--- src/assbs_cfg.svh ---
// Register offsets, field positions, reset values and timing counts of the axis stop sequencer.
// Assumes inclusion by its bare name from the package and the top module.
`ifndef ASSBS_CFG_SVH
`define ASSBS_CFG_SVH
`define ASSBS_OFF_CTRL      8'h00
`define ASSBS_OFF_VTHR      8'h04
`define ASSBS_OFF_TOUT      8'h08
`define ASSBS_OFF_STAT      8'h0C
`define ASSBS_OFF_EVT       8'h10
`define ASSBS_OFF_MASK      8'h14
`define ASSBS_OFF_VEL       8'h18
`define ASSBS_OFF_FRESP     8'h1C
`define ASSBS_CTRL_SWEN     0
`define ASSBS_CTRL_IMM      1
`define ASSBS_CTRL_UVM      2
`define ASSBS_CTRL_DISM_LO  3
`define ASSBS_CTRL_DISM_HI  4
`define ASSBS_CTRL_RESET    32'h0000_0004
`define ASSBS_VTHR_RESET    32'h0000_0010
`define ASSBS_TOUT_RESET    32'h0001_E848
`define ASSBS_MASK_RESET    32'h0000_0000
`define ASSBS_FRESP_RESET   32'h0000_0000
`define ASSBS_EVT_UVFAULT   0
`define ASSBS_EVT_UVWARN    1
`define ASSBS_EVT_FAULT     2
`define ASSBS_EVT_STO       3
`define ASSBS_EVT_HWDIS     4
`define ASSBS_EVT_BRAKE     5
`define ASSBS_NEVT          6
`define ASSBS_NFAULT        4
`define ASSBS_CLK_MHZ       125
`define ASSBS_TOUT_UNIT_US  1
`define ASSBS_TOUT_TICKS    (`ASSBS_TOUT_UNIT_US * `ASSBS_CLK_MHZ)
`endif

--- src/assbs_pkg.sv ---
// Types shared by the axis stop and brake sequencer.
// Assumes assbs_cfg.svh is on the include path.
`include "assbs_cfg.svh"
package assbs_pkg;
	typedef enum logic [1:0]
	{
		ASSBS_DM_IMMEDIATE = 2'h0,
		ASSBS_DM_RSVD      = 2'h1,
		ASSBS_DM_CONTROLLED = 2'h2,
		ASSBS_DM_RSVD3     = 2'h3
	} assbs_dismode_t;

	typedef enum logic [1:0]
	{
		ASSBS_FR_DISABLE  = 2'h0,
		ASSBS_FR_DYNBRAKE = 2'h1,
		ASSBS_FR_CONTROL  = 2'h2,
		ASSBS_FR_RSVD     = 2'h3
	} assbs_fresp_t;

	typedef enum logic [4:0]
	{
		ASSBS_ST_IDLE   = 5'h01,
		ASSBS_ST_ACTIVE = 5'h02,
		ASSBS_ST_DECEL  = 5'h04,
		ASSBS_ST_DYN    = 5'h08,
		ASSBS_ST_WAIT   = 5'h10
	} assbs_state_t;

	typedef struct packed
	{
		logic       power_on;
		logic       decel_req;
		logic       dyn_brake;
		logic       brake_apply;
		logic       fault_relay;
	} assbs_drive_t;
endpackage : assbs_pkg

--- src/assbs_sequencer.sv ---
// Axis stop and holding-brake sequencer with an APB register file.
// Assumes CORE_CLK at 125 MHz, pin inputs asynchronous, velocity from same-clock logic.
// What this block does
// - In any stop the brake is applied on standstill velocity or stop timeout, whichever first.
// - Any loss of axis-active triggers brake application.
// - With immediate brake set, faults or hardware disable apply the brake at once.
// - With immediate brake set, safe torque off applies the brake at once.
// - In low-voltage mode 0 any bus undervoltage raises the undervoltage fault.
// - In low-voltage mode 1 undervoltage while not enabled raises only the warning.
// - In mode 1 undervoltage while enabled, or an enable attempt during it, raises the fault.
// - Dropping hardware enable switches the power stage off at once with no deceleration.
// - Safe torque off disables the power stage at once.
// - The disable response select governs only the software disable command, not stop input, fault or pin disables.
// - Disable mode 0 drops the power stage at once, then brakes on standstill or timeout.
// - Disable mode 2 decelerates first, then disables, braking on standstill or timeout.
// - A stop input causes controlled deceleration, then disable and brake.
// - A fault drives the fault relay output to switch the main contactor.
// - Each fault input selects disable, dynamic braking or controlled stop, ending in brake; an undervoltage fault alone always disables.
`include "assbs_cfg.svh"
module assbs_sequencer
(
	input  wire logic        CORE_CLK,
	input  wire logic        RESET_N,
	input  wire logic        PSEL,
	input  wire logic        PENABLE,
	input  wire logic        PWRITE,
	input  wire logic [7:0]  PADDR,
	input  wire logic [31:0] PWDATA,
	output logic      [31:0] PRDATA,
	output logic             PREADY,
	output logic             PSLVERR,
	input  wire logic        HW_ENABLE,
	input  wire logic        SAFE_TORQUE_OFF_INPUT,
	input  wire logic        STOP_INPUT,
	input  wire logic        BUS_UNDERVOLTAGE,
	input  wire logic [3:0]  FAULT_IN,
	input  wire logic [15:0] MOTOR_VELOCITY,
	output logic             POWER_STAGE_ON,
	output logic             DECEL_REQUEST,
	output logic             DYNAMIC_BRAKE,
	output logic             BRAKE_APPLY,
	output logic             FAULT_RELAY_OUTPUT,
	output logic             AXIS_ACTIVE,
	output logic             IRQ
);
	logic [31:0]                    ctrl;
	logic [15:0]                    standstill_velocity_threshold;
	logic [31:0]                    standstill_wait_timeout;
	logic [7:0]                     fault_resp;
	logic [`ASSBS_NEVT-1:0]         evt;
	logic [`ASSBS_NEVT-1:0]         evt_mask;
	logic [`ASSBS_NEVT-1:0]         evt_set;
	logic [`ASSBS_NEVT-1:0]         next_evt;
	logic [2:0]                     sync_hwen;
	logic [2:0]                     sync_sto;
	logic [2:0]                     sync_stop;
	logic [2:0]                     sync_uv;
	logic [3:0]                     sync_f [0:2];
	logic                           hw_en;
	logic                           safe_torque_off_input;
	logic                           stop_in;
	logic                           uv;
	logic [3:0]                     flt;
	logic [3:0]                     flt_q;
	logic                           sw_en_q;
	logic                           uv_fault;
	logic                           next_uv_fault;
	logic                           fault_any;
	logic                           at_standstill;
	logic [31:0]                    stop_cnt;
	logic                           timeout_hit;
	logic                           brake;
	logic                           active_q;
	assbs_pkg::assbs_state_t        state;
	assbs_pkg::assbs_state_t        next_state;
	assbs_pkg::assbs_drive_t        drv;
	assbs_pkg::assbs_fresp_t        fsel;
	logic                           immediate_brake_select;
	logic                           bus_low_voltage_mode;
	logic                           software_axis_enable;
	assbs_pkg::assbs_dismode_t      disable_response_select;
	logic                           apb_wr;
	logic                           apb_rd;
	logic                           hit;
	logic [31:0]                    rd_val;

	assign immediate_brake_select  = ctrl[`ASSBS_CTRL_IMM];
	assign bus_low_voltage_mode    = ctrl[`ASSBS_CTRL_UVM];
	assign software_axis_enable    = ctrl[`ASSBS_CTRL_SWEN];
	assign disable_response_select =
		assbs_pkg::assbs_dismode_t'(ctrl[`ASSBS_CTRL_DISM_HI:`ASSBS_CTRL_DISM_LO]);

	// Pins pass three stages; a level counts once the second and third stages agree.
	always_ff @(posedge CORE_CLK or negedge RESET_N)
	begin
		if (!RESET_N)
		begin
			sync_hwen <= 3'h0;
			sync_sto  <= 3'h7;
			sync_stop <= 3'h0;
			sync_uv   <= 3'h0;
			sync_f[0] <= 4'h0;
			sync_f[1] <= 4'h0;
			sync_f[2] <= 4'h0;
			hw_en     <= 1'b0;
			safe_torque_off_input       <= 1'b1;
			stop_in   <= 1'b0;
			uv        <= 1'b0;
			flt       <= 4'h0;
		end
		else
		begin
			sync_hwen <= {sync_hwen[1:0], HW_ENABLE};
			sync_sto  <= {sync_sto[1:0], SAFE_TORQUE_OFF_INPUT};
			sync_stop <= {sync_stop[1:0], STOP_INPUT};
			sync_uv   <= {sync_uv[1:0], BUS_UNDERVOLTAGE};
			sync_f[0] <= FAULT_IN;
			sync_f[1] <= sync_f[0];
			sync_f[2] <= sync_f[1];
			if (sync_hwen[1] == sync_hwen[2])
				hw_en <= sync_hwen[2];
			if (sync_sto[1] == sync_sto[2])
				safe_torque_off_input <= sync_sto[2];
			if (sync_stop[1] == sync_stop[2])
				stop_in <= sync_stop[2];
			if (sync_uv[1] == sync_uv[2])
				uv <= sync_uv[2];
			for (int i = 0; i < 4; i++)
				if (sync_f[1][i] == sync_f[2][i])
					flt[i] <= sync_f[2][i];
		end
	end

	// Undervoltage fault latches until the condition clears and the axis is not active.
	always_comb
	begin
		next_uv_fault = uv_fault;
		if (uv && !bus_low_voltage_mode)
			next_uv_fault = 1'b1;
		else if (uv && (active_q || (software_axis_enable && !sw_en_q)))
			next_uv_fault = 1'b1;
		else if (!uv && !active_q)
			next_uv_fault = 1'b0;
	end

	always_ff @(posedge CORE_CLK or negedge RESET_N)
	begin
		if (!RESET_N)
		begin
			uv_fault <= 1'b0;
			sw_en_q  <= 1'b0;
			flt_q    <= 4'h0;
		end
		else
		begin
			uv_fault <= next_uv_fault;
			sw_en_q  <= software_axis_enable;
			flt_q    <= flt;
		end
	end

	assign fault_any     = uv_fault || (flt != 4'h0);
	assign at_standstill = (MOTOR_VELOCITY[15] ? -MOTOR_VELOCITY : MOTOR_VELOCITY)
		<= standstill_velocity_threshold;
	assign timeout_hit   = (stop_cnt >= standstill_wait_timeout);

	// The lowest numbered active fault chooses the response.
	always_comb
	begin
		fsel = assbs_pkg::ASSBS_FR_DISABLE;
		for (int i = `ASSBS_NFAULT - 1; i >= 0; i--)
			if (flt[i])
				fsel = assbs_pkg::assbs_fresp_t'(fault_resp[2*i +: 2]);
		if (uv_fault && flt == 4'h0)
			fsel = assbs_pkg::ASSBS_FR_DISABLE;
	end

	always_comb
	begin
		next_state = state;
		case (state)
			assbs_pkg::ASSBS_ST_IDLE:
				if (hw_en && !safe_torque_off_input && software_axis_enable && !fault_any && !stop_in && !uv)
					next_state = assbs_pkg::ASSBS_ST_ACTIVE;
			assbs_pkg::ASSBS_ST_ACTIVE:
				if (!hw_en || safe_torque_off_input)
					next_state = assbs_pkg::ASSBS_ST_WAIT;
				else if (fault_any)
				begin
					case (fsel)
						assbs_pkg::ASSBS_FR_DYNBRAKE: next_state = assbs_pkg::ASSBS_ST_DYN;
						assbs_pkg::ASSBS_FR_CONTROL:  next_state = assbs_pkg::ASSBS_ST_DECEL;
						default:                      next_state = assbs_pkg::ASSBS_ST_WAIT;
					endcase
				end
				else if (stop_in)
					next_state = assbs_pkg::ASSBS_ST_DECEL;
				else if (!software_axis_enable)
					next_state = (disable_response_select == assbs_pkg::ASSBS_DM_CONTROLLED)
						? assbs_pkg::ASSBS_ST_DECEL
						: assbs_pkg::ASSBS_ST_WAIT;
			assbs_pkg::ASSBS_ST_DECEL, assbs_pkg::ASSBS_ST_DYN:
				if (!hw_en || safe_torque_off_input)
					next_state = assbs_pkg::ASSBS_ST_WAIT;
				else if (at_standstill || timeout_hit)
					next_state = assbs_pkg::ASSBS_ST_IDLE;
			assbs_pkg::ASSBS_ST_WAIT:
				if (brake)
					next_state = assbs_pkg::ASSBS_ST_IDLE;
			default:
				next_state = assbs_pkg::ASSBS_ST_IDLE;
		endcase
	end

	always_ff @(posedge CORE_CLK or negedge RESET_N)
	begin
		if (!RESET_N)
			state <= assbs_pkg::ASSBS_ST_IDLE;
		else
			state <= next_state;
	end

	// Counts from stop initiation; cleared while the axis runs or is idle.
	always_ff @(posedge CORE_CLK or negedge RESET_N)
	begin
		if (!RESET_N)
			stop_cnt <= 32'h0;
		else if (state == assbs_pkg::ASSBS_ST_ACTIVE || state == assbs_pkg::ASSBS_ST_IDLE)
			stop_cnt <= 32'h0;
		else if (!timeout_hit)
			stop_cnt <= stop_cnt + 32'h1;
	end

	// The brake stays open after the axis leaves active until standstill, timeout or an immediate cause; releasing it needs a full enable.
	always_ff @(posedge CORE_CLK or negedge RESET_N)
	begin
		if (!RESET_N)
			brake <= 1'b1;
		else if (next_state == assbs_pkg::ASSBS_ST_ACTIVE)
			brake <= 1'b0;
		else if (state != assbs_pkg::ASSBS_ST_ACTIVE && state != assbs_pkg::ASSBS_ST_IDLE
			&& (at_standstill || timeout_hit))
			brake <= 1'b1;
		else if (immediate_brake_select && (fault_any || !hw_en))
			brake <= 1'b1;
		else if (immediate_brake_select && safe_torque_off_input)
			brake <= 1'b1;
		else if (active_q && next_state == assbs_pkg::ASSBS_ST_IDLE)
			brake <= 1'b1;
	end

	always_ff @(posedge CORE_CLK or negedge RESET_N)
	begin
		if (!RESET_N)
			active_q <= 1'b0;
		else
			active_q <= (next_state == assbs_pkg::ASSBS_ST_ACTIVE);
	end

	always_ff @(posedge CORE_CLK or negedge RESET_N)
	begin
		if (!RESET_N)
		begin
			// The brake holds the axis for as long as reset is low.
			drv.power_on    <= 1'b0;
			drv.decel_req   <= 1'b0;
			drv.dyn_brake   <= 1'b0;
			drv.brake_apply <= 1'b1;
			drv.fault_relay <= 1'b0;
		end
		else
		begin
			drv.power_on    <= (next_state == assbs_pkg::ASSBS_ST_ACTIVE)
				|| (next_state == assbs_pkg::ASSBS_ST_DECEL);
			drv.decel_req   <= (next_state == assbs_pkg::ASSBS_ST_DECEL);
			drv.dyn_brake   <= (next_state == assbs_pkg::ASSBS_ST_DYN);
			drv.brake_apply <= brake;
			drv.fault_relay <= fault_any;
		end
	end

	assign POWER_STAGE_ON     = drv.power_on;
	assign DECEL_REQUEST      = drv.decel_req;
	assign DYNAMIC_BRAKE      = drv.dyn_brake;
	assign BRAKE_APPLY        = drv.brake_apply;
	assign FAULT_RELAY_OUTPUT = drv.fault_relay;
	assign AXIS_ACTIVE        = active_q;

	// Sticky events; a set in the same cycle as the clearing read wins.
	assign evt_set[`ASSBS_EVT_UVFAULT] = next_uv_fault && !uv_fault;
	assign evt_set[`ASSBS_EVT_UVWARN]  = uv && bus_low_voltage_mode && !next_uv_fault;
	assign evt_set[`ASSBS_EVT_FAULT]   = (flt & ~flt_q) != 4'h0;
	assign evt_set[`ASSBS_EVT_STO]     = safe_torque_off_input && active_q;
	assign evt_set[`ASSBS_EVT_HWDIS]   = !hw_en && active_q;
	assign evt_set[`ASSBS_EVT_BRAKE]   = brake && !drv.brake_apply;

	assign apb_wr = PSEL && PENABLE && PWRITE;
	assign apb_rd = PSEL && PENABLE && !PWRITE;
	always_comb
	begin
		hit    = 1'b1;
		rd_val = 32'h0;
		case (PADDR)
			`ASSBS_OFF_CTRL:  rd_val = ctrl;
			`ASSBS_OFF_VTHR:  rd_val = {16'h0, standstill_velocity_threshold};
			`ASSBS_OFF_TOUT:  rd_val = standstill_wait_timeout;
			`ASSBS_OFF_STAT:  rd_val = {24'h0, uv, safe_torque_off_input, hw_en, uv_fault, state[3:0]};
			`ASSBS_OFF_EVT:   rd_val = {26'h0, evt};
			`ASSBS_OFF_MASK:  rd_val = {26'h0, evt_mask};
			`ASSBS_OFF_VEL:   rd_val = {16'h0, MOTOR_VELOCITY};
			`ASSBS_OFF_FRESP: rd_val = {24'h0, fault_resp};
			default:          hit = 1'b0;
		endcase
	end

	always_ff @(posedge CORE_CLK or negedge RESET_N)
	begin
		if (!RESET_N)
		begin
			ctrl                          <= `ASSBS_CTRL_RESET;
			standstill_velocity_threshold <= 16'(`ASSBS_VTHR_RESET);
			standstill_wait_timeout       <= `ASSBS_TOUT_RESET;
			evt_mask                      <= `ASSBS_NEVT'(`ASSBS_MASK_RESET);
			fault_resp                    <= 8'(`ASSBS_FRESP_RESET);
		end
		else if (apb_wr && !PREADY)
		begin
			case (PADDR)
				`ASSBS_OFF_CTRL:  ctrl <= {27'h0, PWDATA[4:0]};
				`ASSBS_OFF_VTHR:  standstill_velocity_threshold <= PWDATA[15:0];
				`ASSBS_OFF_TOUT:  standstill_wait_timeout <= PWDATA;
				`ASSBS_OFF_MASK:  evt_mask <= PWDATA[`ASSBS_NEVT-1:0];
				`ASSBS_OFF_FRESP: fault_resp <= PWDATA[7:0];
				default:          ;
			endcase
		end
	end

	always_ff @(posedge CORE_CLK or negedge RESET_N)
	begin
		if (!RESET_N)
			evt <= '0;
		else
			evt <= next_evt;
	end

	// The clearing read and the interrupt share one next value, so IRQ falls with the bits.
	always_comb
	begin
		next_evt = evt | evt_set;
		if (apb_rd && !PREADY && PADDR == `ASSBS_OFF_EVT)
			next_evt = evt_set;
	end

	// One wait state: the answer comes at the second access edge.
	always_ff @(posedge CORE_CLK or negedge RESET_N)
	begin
		if (!RESET_N)
		begin
			PREADY  <= 1'b0;
			PRDATA  <= 32'h0;
			PSLVERR <= 1'b0;
			IRQ     <= 1'b0;
		end
		else
		begin
			PREADY  <= PSEL && PENABLE && !PREADY;
			PSLVERR <= PSEL && PENABLE && !PREADY && !hit;
			if (apb_rd && !PREADY)
				PRDATA <= rd_val;
			IRQ     <= (next_evt & evt_mask) != '0;
		end
	end
endmodule : assbs_sequencer

--- config.mk ---
export PLATFORM = sky130hd
export DESIGN_NAME = assbs_sequencer
export DESIGN_NICKNAME = d
export VERILOG_FILES = /design/src/assbs_pkg.sv /design/src/assbs_sequencer.sv
export VERILOG_INCLUDE_DIRS = /design/src
export SDC_FILE = /design/constraint.sdc
export NUM_CORES = 1
export LEC_CHECK = 0
export BUFFER_PORTS_ARGS = -buffer_cell sky130_fd_sc_hd__buf_2
export CAP_MARGIN = 0
export CORE_ASPECT_RATIO = 0.9
export CORE_MARGIN = 10
export CORE_UTILIZATION = 59
export CTS_CLUSTER_SIZE = 14
export DETAILED_ROUTE_END_ITERATION = 10
export PLACE_DENSITY = 0.92
export SYNTH_ARGS = -nofsm -noshare
export SYNTH_HDL_FRONTEND = slang
export SYNTH_SLANG_ARGS = --single-unit
--- constraint.sdc ---
create_clock -name CORE_CLK -period 4.1 [get_ports CORE_CLK]
set_clock_uncertainty 0.1 [all_clocks]
set_input_delay 0.41 -clock CORE_CLK [delete_from_list [all_inputs] [get_ports CORE_CLK]]
set_output_delay 0.41 -clock CORE_CLK [all_outputs]
set_load 0.01 [all_outputs]
=== Word-level counts from Yosys, hierarchy flattened ===
Cells that the tools add are included.

* Logic and storage cells: 168
* Output and inout port bits: 41
* Input port bits: 69
* Register bits: 190

* Add/sub/neg operators: 2
* $lt $le $gt $ge: 2
* Eq/ne operators: 30
* Reductions and logical operators: 63
* Bitwise operators: 4
* Mux-type cells: 30

{| class="wikitable"
|+ Operators with widths
! cell !! number
|-
| $pmux W32 S8 || 1
|-
| $mux W32 || 2
|-
| $mux W5 || 9
|-
| $add A32 B1 Y32 const B || 1
|-
| $eq A8 B5 Y1 const B || 4
|-
| $ge A32 B32 Y1 || 1
|-
| $logic_and A1 B1 Y1 || 29
|-
| $pmux W5 S4 || 1
|-
| $eq A8 B4 Y1 const B || 2
|-
| $le A16 B16 Y1 || 1
|-
| $mux W16 || 1
|-
| $neg A16 Y16 || 1
|-
| $logic_not A1 Y1 || 14
|-
| $eq A5 B1 Y1 const B || 2
|-
| $eq A5 B2 Y1 const B || 2
|-
| $eq A5 B3 Y1 const B || 2
|-
| $eq A5 B4 Y1 const B || 2
|-
| $mux W2 || 5
|-
| $pmux W5 S2 || 1
|-
| $reduce_and A2 Y1 || 5
|-
| $mux W1 || 9
|-
| $eq A1 B1 Y1 || 8
|-
| $eq A8 B3 Y1 const B || 1
|-
| $logic_not A8 Y1 || 1
|-
| other kinds (18) || 26
|}

=== Longest topological paths before layout ===
Gate-level depths: netlist (run 1).

* Depth after elaboration: 17
* Mapped depth: 13
* Mapped depth without buffers: 13

=== Worst setup path after synthesis (run 1) ===
No wires, ideal clock.

* Path kind: input -> register
* Start point: in MOTOR_VELOCITY[7]
* End point: reg drv, in the netlist DYNAMIC_BRAKE
* Path buffers: 0
* Stages on the path: 11
* Path slack: 0.654 ns
* Arrival time: 3.246 ns
* Data required time: 3.900 ns
* Library setup time: 0.100 ns
* Cell sequence: or4_1 nor3_1 nand3_1 o41ai_1 xnor2_1 ha_1 nand4_1 or4_1 and2_1 a41oi_1 nor4bb_1

* Word-level cells in the longest chain between the ends: 8

{| class="wikitable"
|+ Ends and longest elaborated chain
! what !! RTL line !! source
|-
| start: declaration || assbs_sequencer.sv:37 || <nowiki>input wire logic [15:0] MOTOR_VELOCITY,</nowiki>
|-
| $neg A16 Y16 || assbs_sequencer.sv:163 || <nowiki>assign at_standstill = (MOTOR_VELOCITY[15] ? -MOTOR_VELOCITY : MOTOR_VELOCITY)</nowiki>
|-
| $mux W16 * || assbs_sequencer.sv:163 ||
|-
| $le A16 B16 Y1 * || assbs_sequencer.sv:164 || <nowiki><= standstill_velocity_threshold;</nowiki>
|-
| $logic_or A1 B1 Y1 * || assbs_sequencer.sv:205 || <nowiki>else if (at_standstill || timeout_hit)</nowiki>
|-
| $mux W5 * || assbs_sequencer.sv:205 ||
|-
| $mux W5 * || assbs_sequencer.sv:203 || <nowiki>if (!hw_en || safe_torque_off_input)</nowiki>
|-
| $pmux W5 S4 * || assbs_sequencer.sv:181 || <nowiki>case (state)</nowiki>
|-
| $eq A5 B4 Y1 * || assbs_sequencer.sv:276 || <nowiki>drv.dyn_brake <= (next_state == assbs_pkg::ASSBS_ST_DYN);</nowiki>
|-
| end: declaration || assbs_sequencer.sv:76 || <nowiki>assbs_pkg::assbs_drive_t drv;</nowiki>
|}

Every way passes the cells marked *; elsewhere a longest branch is shown, timed or not.
A chain may end at the register's enable or synchronous reset.

=== Final worst setup path (run 1) ===
Same ends and word-level chain as after synthesis.

==> metrics, run 1 <==
status complete, but fails checks; violated checks negative hold slack; most frequent cells in the layout 174 x dfrtp_1, 115 x nand2_1, 108 x buf_2; CP Cell Sequence buf_2 > or4_1 > nor3_1 > nand3_1 > o41ai_1 > xnor2_1 > ha_1 > nand4_1 > or4_1 > and2_1 > a41oi_1 > nor4bb_1; Post-DRT Antenna Nets 0; Worst path slowest cell or4_1; ys flop type dfrtp_1; largest vdd supply drop 0.3057 mV; r2r startpoint stop_cnt[0]$_DFFE_PN0P_; DR iter-0 viols 888; Post-Syn Nets 1063; vias in the first global route 8051; total global routing overflow 0; first-pass GRT wire length 41.90 mm; Synth async-reset ratio 1.000; fin crit period 3.619 ns; R2R Setup Slk 0.70 ns; CTS Root Cell clkbuf_16; Die Wd 154.3 microns; Initial Util 0.5975; DR pass1 iterations 7; IO Count 110; commonest non-fill, non-tap cell in the layout dfrtp_1; Worst Path Arrival 3.86 ns; post-route insts no fill 1271; # nets final 1171; Clock Tree Buf Depth 2; Worst-Margin Slew 0.8955 ns; placed cell areas 10310 sq um; Post-Place Cells 1230; cells after synthesis 942; mean area per synthesized cell 10.16 sq um; FF-to-FF End stop_cnt[20]$_DFFE_PN0P_; I/O Buffers 109; Min Hold Slack -0.01115 ns; Hold Crit Class in2async; final wirelength 25.69 mm; Slew HR 0.4030; Seq/Total Area, Yosys 0.4988; post-synthesis cell type count 76; Mapped Area 9572 sq um; CTS tree yes; Die ar. 21730 sq um; Critical Path RT 4.34 ns; DRC Markers 0; Leak 5.240 nW; #FFs+latches synth 190; kind of critical path in2reg; met3 global-route usage 0.05718; cts hold-fix bufs 7; busiest metal layer after global routing met2; initial antenna violation count 1; Clock transition at path regs 0.07 ns; GRT Total Usage 0.2368; postcts setup bufs 0; Yosys warnings 0; post-DP HPWL 18.12 mm; met1 Usage GRT 0.3093; P&R area growth vs syn 15.12%; fin. max-slew vios 0; Worst Reg-to-Reg Cells 9; routed len/inst 20.21 microns; cell area after layout 11020 sq um; Crit path top cell by count or4_1; Vias 8019; fin worst setup slack 0.4810 ns; clk sinks 190; Max Cap Violations 0; final setup fails 0; Die Ht 140.8 microns; post-cts gate resize count 0; fin crit share 0.8827; layout cells sized above 1 0.2088; RSZ-0062 raised after global routing false; GRT met2 Usage 0.3670; Hold Vio Cnt, Final 26; total power 0.003969 W; Via density 6.309; final RePlAce weighted congestion 0.9407; peak per-stage delay on the critical path 0.58 ns; Core ar. 16020 sq um; Post-synth EDFFs 0; worst skew pair latency 0.45 ns; Num CTS Buffers 17; largest net degree at the start of global routing 117; crit end category flop; Post-Place Setup Slack 0.1718 ns; htree depth 4; Setup crit start kind input pin; Max Freq 276.3 MHz; setup TNS 0 ns; Cell Pwr Density 360.2 nW/um^2; CP max FO 4; row count 44
[area by class of cell]
cell class | instances | area [sq um]
diodes | 1 | 2.502
clock buffers | 17 | 425.4
inverters | 77 | 289.0
clock inverters | 15 | 197.7
fillers | 1088 | 5001
well taps | 207 | 259.0
multi-input cells | 637 | 4362
flip-flops and latches | 190 | 4775
repair buffers | 127 | 709.4
[logic make-up (layout without fill, tap and decap cells)]
| logic type | count (synthesis) | in the layout | synth area share |
|---|---|---|---|
| muxes | 42 | 42 | 0.04915 |
| and+or+nand+nor | 270 | 270 | 0.1460 |
| buffers and inverters | 115 | 236 | 0.04640 |
| xor gates and xnor gates | 22 | 22 | 0.02013 |
| AOI/OAI and AO/OA | 243 | 243 | 0.1631 |
| adders and majority gates | 60 | 60 | 0.07634 |
| other | 0 | 1 | 0 |
| DFF | 190 | 190 | 0.4988 |
[flip-flops by register name, summed over array words and instances (netlist names), 5 cells and up]
name and count:
PRDATA 32, state 5, stop_cnt 32, sync_f 12, standstill_velocity_threshold 16, evt_mask 6, standstill_wait_timeout 32, ctrl 5
evt 6, fault_resp 8
[synth_stat cells (3+ instances only)]
cell / n / area share
nor4_1: 4 / 0.0026
o31ai_1: 23 / 0.018
o21a_1: 3 / 0.0024
nand4_1: 18 / 0.012
clkbuf_1: 32 / 0.013
nand2_1: 115 / 0.045
a21o_1: 15 / 0.012
maj3_1: 8 / 0.0084
a222oi_1: 6 / 0.0063
and4_1: 7 / 0.0064
buf_2: 4 / 0.0021
o21ai_0: 83 / 0.043
a22oi_1: 11 / 0.0086
xnor2_1: 20 / 0.018
or4_1: 7 / 0.0055
dfstp_2: 16 / 0.044
a22o_1: 5 / 0.0046
a32oi_1: 4 / 0.0037
or3_1: 14 / 0.0091
nand4b_1: 5 / 0.0046
nand3_1: 19 / 0.0099
mux2_2: 37 / 0.044
a31oi_1: 3 / 0.0020
nor2_1: 35 / 0.014
and3_1: 5 / 0.0033
mux2_1: 3 / 0.0035
nand2b_1: 7 / 0.0046
o211ai_1: 4 / 0.0031
and2_1: 3 / 0.0020
o41ai_1: 3 / 0.0027
a221oi_1: 6 / 0.0055
inv_1: 76 / 0.030
nor3_1: 9 / 0.0047
ha_1: 52 / 0.068
a21oi_1: 55 / 0.029
dfrtp_1: 174 / 0.45
[worst max-delay path by stage]
stage	cells past startpoint	startpoint	end
after CTS	12	MOTOR_VELOCITY[7]	DYNAMIC_BRAKE$_DFF_PN0_
after global placement	12	MOTOR_VELOCITY[7]	DYNAMIC_BRAKE$_DFF_PN0_
after floorplan	11	MOTOR_VELOCITY[7]	DYNAMIC_BRAKE$_DFF_PN0_
after detailed placement	12	MOTOR_VELOCITY[7]	DYNAMIC_BRAKE$_DFF_PN0_
final	12	MOTOR_VELOCITY[7]	DYNAMIC_BRAKE$_DFF_PN0_
after global routing	12	MOTOR_VELOCITY[7]	DYNAMIC_BRAKE$_DFF_PN0_
[per-layer routing]
layer,wire length (microns),share of wire,up-vias
met5,0,0,-
met4,736,0.029,0
met3,2441,0.095,81
met2,12090,0.47,463
met1,10430,0.41,3868
li1,-,-,3607
[report_power, final]
| group | switching [W] | total [W] | internal, W | leakage (nW) |
|---|---|---|---|---|
| Sequential | 0.0000356 | 0.00196 | 0.00192 | 2.36 |
| Clock | 0.000807 | 0.00174 | 0.000934 | 0.302 |
| Combinational | 0.000170 | 0.000272 | 0.000102 | 2.57 |
[metrics by stage]
stage | hold WS [ns] | utilization
floorplan | 0.01441 | -
global placement | 0.2323 | 0.6438
detailed placement | 0.2371 | 0.6438
CTS | 0.006420 | 0.6871
global route | 0.04201 | 0.6878
finish | -0.01115 | 0.6878
[critical path: cells and delay by family]
kind	cells	cell delay (ns)
buffers and inverters	1	0.13
xor gates and xnor gates	1	0.12
adders and majority gates	1	0.32
AOI/OAI and AO/OA	2	0.70
and+or+nand+nor	7	2.17
No activity file was read; power rests on OpenSTA's default activity.
==> inputs of run 2 (changes only) <==
ABC_AREA = 1   (was not set)
==> run 2 against run 1 <==
Effect of this change:
- the run now ends clean
- sequential power about the same
- sequential share of layout area down 1.9 points
- area after synthesis grew 5.6%
- clock-buffer cell count is 2 higher
- fmax up 10%
- critical path type unchanged
- critical endpoint is now POWER_STAGE_ON$_DFF_PN0_
==> metrics, run 2 <==
Post-synth EDFFs 0 (unchanged); Post-DRT Antenna Nets 0 (unchanged); Worst-Margin Slew 0.6418 ns (was 0.8955 ns); fin crit share 0.8023 (was 0.8827); area leader, netlist dfrtp_1 (unchanged); Worst Reg-to-Reg Cells 19 (was 9); Clock transition at path regs 0.07 ns (about the same); # nets final 1431 (was 1171); initial antenna violation count 0 (was 1); DR iter-0 viols 1153 (was 888); Yosys warnings 0 (unchanged); share of the synthesized area in the top cell type 0.4306 (was 0.4549); final setup fails 0 (unchanged); Worst Path Arrival 3.51 ns (was 3.86 ns); fin worst setup slack 0.8106 ns (was 0.4810 ns); final RePlAce weighted congestion 0.9447 (was 0.9407); total power 0.003924 W (was 0.003969 W); routed len/inst 18.12 microns (was 20.21 microns); Via density 5.859 (was 6.309); total global routing overflow 0 (unchanged); cell area after layout 11530 sq um (was 11020 sq um); setup TNS 0 ns (unchanged); Min Hold Slack 0.1053 ns (was -0.01115 ns); vias in the first global route 8605 (was 8051); fin. max-slew vios 0 (unchanged); Hold Crit Class in2reg (was in2async); fin crit period 3.289 ns (was 3.619 ns); P&R area growth vs syn 14.04% (was 15.12%); Top Registers PRDATA x32, standstill_wait_timeout x32, stop_cnt x32 (unchanged); Die ar. 22780 sq um (was 21730 sq um); Post-Place Setup Slack 0.4553 ns (was 0.1718 ns); I/O Buffers 109 (unchanged); layout cells sized above 1 0.1633 (was 0.2088); Num CTS Buffers 17 (unchanged); Clock Tree Buf Depth 2 (unchanged); Setup crit start kind input pin (unchanged); largest net degree at the start of global routing 80 (was 117); CTS Root Cell clkbuf_16 (unchanged); mean area per synthesized cell 8.462 sq um (was 10.16 sq um); GRT met2 Usage 0.3770 (was 0.3670); placed cell areas 10840 sq um (was 10310 sq um); R2R Setup Slk 1.40 ns (was 0.70 ns); Mapped Area 10110 sq um (was 9572 sq um); count leader, synth nand2_1 (was dfrtp_1); post-synthesis cell type count 57 (was 76); Die Wd 158 microns (was 154.3 microns); Hold Vio Cnt, Final 0 (was 26); CTS tree yes (unchanged); htree depth 4 (unchanged); DR pass1 iterations 8 (was 7); Critical Path End POWER_STAGE_ON$_DFF_PN0_ (was DYNAMIC_BRAKE$_DFF_PN0_); most frequent cells in the layout 277 x nand2_1, 174 x dfrtp_1, 165 x inv_1 (was 174 x dfrtp_1, 115 x nand2_1, 108 x buf_2); IO Count 110 (unchanged); DRC Markers 0 (unchanged); status finished clean (was complete, but fails checks); Seq/Total Area, Yosys 0.4722 (was 0.4988); Core ar. 16830 sq um (was 16020 sq um); met1 Usage GRT 0.3398 (was 0.3093); Post-Syn Nets 1316 (was 1063); postcts setup bufs 0 (unchanged); crit end category flop (unchanged); first-pass GRT wire length 44.24 mm (was 41.90 mm); RSZ-0062 raised after global routing false (unchanged); kind of critical path in2reg (unchanged); ys flop type dfrtp_1 (unchanged); row count 45 (was 44); Max Cap Violations 0 (unchanged); Leak 5.585 nW (was 5.240 nW); main area contributors after synthesis dfrtp_1 43%, nand2_1 10%, ha_1 6.4%, inv_1 6.1%, dfstp_2 4.2% (was dfrtp_1 45%, ha_1 6.8%, nand2_1 4.5%, dfstp_2 4.4%, mux2_2 4.4%); largest vdd supply drop 0.3166 mV (was 0.3057 mV); Critical Path RT 4.32 ns (was 4.34 ns); Initial Util 0.6007 (was 0.5975); Cell Pwr Density 340.3 nW/um^2 (was 360.2 nW/um^2); Max Freq 304.0 MHz (was 276.3 MHz); cells after synthesis 1195 (was 942); Vias 8994 (was 8019); post-DP HPWL 20.59 mm (was 18.12 mm); Critical Path Source MOTOR_VELOCITY[0] (was MOTOR_VELOCITY[7]); FF-to-FF End stop_cnt[15]$_DFFE_PN0P_ (was stop_cnt[20]$_DFFE_PN0P_); CP max FO 4 (unchanged); cts hold-fix bufs 9 (was 7); GRT Total Usage 0.2454 (was 0.2368); Die Ht 144.2 microns (was 140.8 microns); post-cts gate resize count 0 (unchanged); top cells by count, synth 277 x nand2_1, 174 x dfrtp_1, 165 x inv_1 (was 174 x dfrtp_1, 115 x nand2_1, 83 x o21ai_0); met3 global-route usage 0.05315 (was 0.05718); busiest metal layer after global routing met2 (unchanged); final wirelength 27.82 mm (was 25.69 mm); commonest non-fill, non-tap cell in the layout nand2_1 (was dfrtp_1); #FFs+latches synth 190 (unchanged); Synth async-reset ratio 1.000 (unchanged); clk sinks 190 (unchanged); Slew HR 0.5721 (was 0.4030); worst skew pair latency 0.44 ns (was 0.45 ns); r2r startpoint standstill_wait_timeout[11]$_DFFE_PN1P_ (was stop_cnt[0]$_DFFE_PN0P_)
run 2: layout make-up:
type / count / area, sq um
antenna: 1 / 2.502
clock buffer: 19 / 442.9
clock inverter: 13 / 152.6
fill: 1275 / 5303
inverter: 178 / 674.4
multi-input combinational: 800 / 4527
sequential: 190 / 4775
tap: 211 / 264.0
timing repair buffer: 123 / 694.4
run 2: metal layers:
layer / up-vias / part of all wire
li1: 4170 / -
met1: 4280 / 0.42
met2: 490 / 0.46
met3: 54 / 0.10
met4: 0 / 0.018
met5: - / 0
run 2: cells by family after synthesis:
logic type,count (synthesis),synth area share
AOI/OAI and AO/OA,235,0.1366
xor gates and xnor gates,27,0.02339
adders and majority gates,60,0.07226
buffers and inverters,205,0.08018
DFF,190,0.4722
and+or+nand+nor,478,0.2154
run 2: power by group:
group	internal (W)	switching, W
Clock	0.000930	0.000764
Sequential	0.00191	0.0000284
Combinational	0.000101	0.000185
Total	0.00295	0.000978
run 2: worst min-delay path by stage:
stage                                                         end              startpoint  slack [ns]  depth (start not counted)
after global placement                        sync_f[7]$_DFF_PN0_    sync_f[11]$_DFF_PN0_        0.23                          0
after floorplan                             AXIS_ACTIVE$_DFF_PN0_                 RESET_N        0.01                          0
after global routing                             PREADY$_DFF_PN0_                 PENABLE        0.11                          3
after CTS                 standstill_wait_timeout[15]$_DFFE_PN1P_              PWDATA[15]         0.1                          3
after detailed placement                   sync_stop[1]$_DFF_PN0_  sync_stop[0]$_DFF_PN0_        0.23                          0
final                     standstill_wait_timeout[15]$_DFFE_PN1P_              PWDATA[15]        0.11                          3
run 2: stage by stage:
stage          std cells  utilization
2_1_floorplan       1195            -
3_3_place_gp        1493       0.6441
3_5_place_dp        1493       0.6441
4_1_cts             1534       0.6849
5_1_grt             1534       0.6849
6_report            1535       0.6850
run 2: critical path: stages:
cell and delay [ns]:
buf_2 0.11, inv_1 0.09, ha_1 0.17, inv_1 0.06
nor4_1 0.18, buf_4 0.17, nand2_1 0.04, o21ai_0 0.37
nand2_1 0.13, xor2_1 0.17, ha_1 0.28, nand2_1 0.06
nor2_1 0.15, nand2_1 0.10, inv_1 0.07, nand2_1 0.06
nand2_1 0.06, o21ai_0 0.09, buf_4 0.16, nor2_4 0.14
nand4_1 0.09, nand2_1 0.11, nor2_1 0.05, nand2_1 0.10
nand2_1 0.07
==> inputs of run 3 (changes only) <==
CORE_UTILIZATION = 54   (was 59)
PLACE_DENSITY = 0.89   (was 0.92)
clock period = 2.7 ns   (was 4.1 ns; I/O delays follow)
==> run 3 against run 2 <==
Effect of this change:
- the flow now finishes with violations (negative setup slack)
- global-route usage shrank 0.21 points
- first-iteration DRC count decreased by 7.6%
- flip-flop and latch count unchanged
- final area is 6.8% higher
- critical path depth decreased by 16
- via count is 5.0% higher
- worst setup slack got worse by 0.82 ns
==> metrics, run 3 (same netlist as run 2, synthesis figures left out) <==
status complete, but fails checks (was finished clean); violated checks negative setup slack; GRT Total Usage 0.2433 (was 0.2454); Slew HR 0.5725 (was 0.5721); RSZ-0062 raised after global routing true (was false); Die Wd 164.2 microns (was 158 microns); Top Registers PRDATA x32, standstill_wait_timeout x32, stop_cnt x32 (unchanged); Die ar. 24610 sq um (was 22780 sq um); Max Freq 368.6 MHz; Worst-Margin Slew 0.6412 ns (was 0.6418 ns); layout cells sized above 1 0.2157 (was 0.1633); CP max FO 64 (was 4); worst skew pair latency 0.44 ns (about the same); I/O Buffers 109 (unchanged); P&R area growth vs syn 21.83% (was 14.04%); peak per-stage delay on the critical path 0.56 ns (was 0.37 ns); sequential cell area 4775 sq um (unchanged); fin worst setup slack -0.01287 ns (was 0.8106 ns); fin crit period 2.713 ns; fin crit share 1.005; Critical Path End standstill_wait_timeout[27]$_DFFE_PN0P_ (was POWER_STAGE_ON$_DFF_PN0_); Vias 9444 (was 8994); Clock Tree Buf Depth 2 (unchanged); Post-DRT Antenna Nets 0 (unchanged); R2R Setup Slk 0.18 ns (was 1.40 ns); routed len/inst 18.71 microns (was 18.12 microns); post-DP HPWL 21.43 mm (was 20.59 mm); DR pass1 iterations 7 (was 8); initial antenna violation count 0 (unchanged); Die Ht 149.8 microns (was 144.2 microns); fin. max-slew vios 0 (unchanged); Initial Util 0.5494 (was 0.6007); total global routing overflow 0 (unchanged); Worst path slowest cell dlygate4sd3_1 (was o21ai_0); Worst Reg-to-Reg Cells 13 (was 19); CTS tree yes (unchanged); CP Cell Sequence dlygate4sd3_1 > buf_2 > nand2_1 > dlygate4sd3_1 > nor2_2 > inv_1 > nor2_2 > nand2_4 > a21oi_1; Setup crit start kind input pin (unchanged); Clock transition at path regs 0.07 ns (about the same); Hold Vio Cnt, Final 0 (unchanged); DR iter-0 viols 1065 (was 1153); # nets final 1494 (was 1431); Cell Pwr Density 494.0 nW/um^2 (was 340.3 nW/um^2); Max Cap Violations 0 (unchanged); Critical Path RT 2.94 ns (was 4.32 ns); Hold Crit Class in2reg (unchanged); Num CTS Buffers 17 (unchanged); Critical Path Source PENABLE (was MOTOR_VELOCITY[0]); Fill cells 1323 (was 1275); final wirelength 30.53 mm (was 27.82 mm); crit end category flop (unchanged); row count 47 (was 45); final RePlAce weighted congestion 0.9388 (was 0.9447); most frequent cells in the layout 267 x nand2_1, 174 x dfrtp_1, 158 x inv_1 (was 277 x nand2_1, 174 x dfrtp_1, 165 x inv_1); largest vdd supply drop 0.3744 mV (was 0.3166 mV); Min Hold Slack 0.01709 ns (was 0.1053 ns); vias in the first global route 9177 (was 8605); Leak 5.915 nW (was 5.585 nW); first-pass GRT wire length 47.60 mm (was 44.24 mm); r2r startpoint standstill_wait_timeout[15]$_DFFE_PN1P_ (was standstill_wait_timeout[11]$_DFFE_PN1P_); IO Count 110 (unchanged); clk sinks 190 (unchanged); htree depth 4 (unchanged); CTS Root Cell clkbuf_16 (unchanged); Worst Path Arrival 2.95 ns (was 3.51 ns); DRC Markers 0 (unchanged); kind of critical path in2reg (unchanged); Via density 5.787 (was 5.859); Post-Place Setup Slack -0.6042 ns (was 0.4553 ns); commonest non-fill, non-tap cell in the layout nand2_1 (unchanged); largest net degree at the start of global routing 68 (was 80); FF-to-FF End stop_cnt[11]$_DFFE_PN0P_ (was stop_cnt[15]$_DFFE_PN0P_); final setup fails 1 (was 0); area of the multi-input gates 4723 sq um (was 4527 sq um); Core ar. 18410 sq um (was 16830 sq um)
run 3: routing by layer:
layer,up-vias,global-route usage,share of wire
met3,90,0.04422,0.092
met4,0,0.09598,0.036
li1,4300,-,-
met2,571,0.3852,0.46
met1,4483,0.3250,0.41
met5,-,0,0
run 3: power breakdown:
group | leakage (nW) | internal (W) | switching (W)
sequential | 2.41 | 0.00291 | 0.0000418
clock | 0.282 | 0.00139 | 0.00118
combinational | 3.23 | 0.000225 | 0.000345
total | 5.92 | 0.00452 | 0.00157
run 3: timing repair:
item                                    in CTS  in global routing
endpoints found under the setup margin       5                 38
hold buffers                                29                  0
pin swaps                                   27                 39
resized for setup                           22                 36
hold endpoints to repair                    79                  0
buffers inserted                            10                  7
run 3: metrics by stage:
stage / total power, W / instance area, sq um / instances / setup TNS (ns) / util
floorplan: 0.003211 / 10130 / 1195 / 0 / -
global placement: 0.003435 / 11140 / 1558 / -3.071 / 0.6052
detailed placement: 0.003455 / 11140 / 1558 / -4.766 / 0.6052
CTS: 0.006022 / 12160 / 1628 / -0.008413 / 0.6606
global route: 0.006245 / 12320 / 1631 / -1.430 / 0.6692
finish: 0.006085 / 12320 / 1632 / -0.01287 / 0.6693
run 3: area by class of cell:
type	count	share of cell area
antenna	1	0.0002031
tap	245	0.02488
clock inverter	14	0.01310
clock buffer	18	0.03484
timing repair buffer	186	0.1007
inverter	178	0.05535
sequential	190	0.3876
multi-input combinational	800	0.3834
run 3: worst min-delay path by stage:
stage / from / to / slack (ns) / depth (start not counted)
global route: PWDATA[8] / standstill_wait_timeout[8]$_DFFE_PN0P_ / 0.04 / 3
detailed placement: RESET_N / sync_stop[0]$_DFF_PN0_ / 0.21 / 1
CTS: PWDATA[12] / standstill_wait_timeout[12]$_DFFE_PN0P_ / 0.002 / 3
finish: PWDATA[31] / standstill_wait_timeout[31]$_DFFE_PN0P_ / 0.02 / 3
floorplan: RESET_N / AXIS_ACTIVE$_DFF_PN0_ / -0.13 / 0
global placement: RESET_N / sync_stop[0]$_DFF_PN0_ / 0.20 / 1
run 3: critical path: cells and delay by family:
family | cells | cell delay (ns)
AO/OA/AOI/OAI | 1 | 0.40
AND/OR/NAND/NOR | 4 | 0.97
buffers and inverters | 4 | 1.29
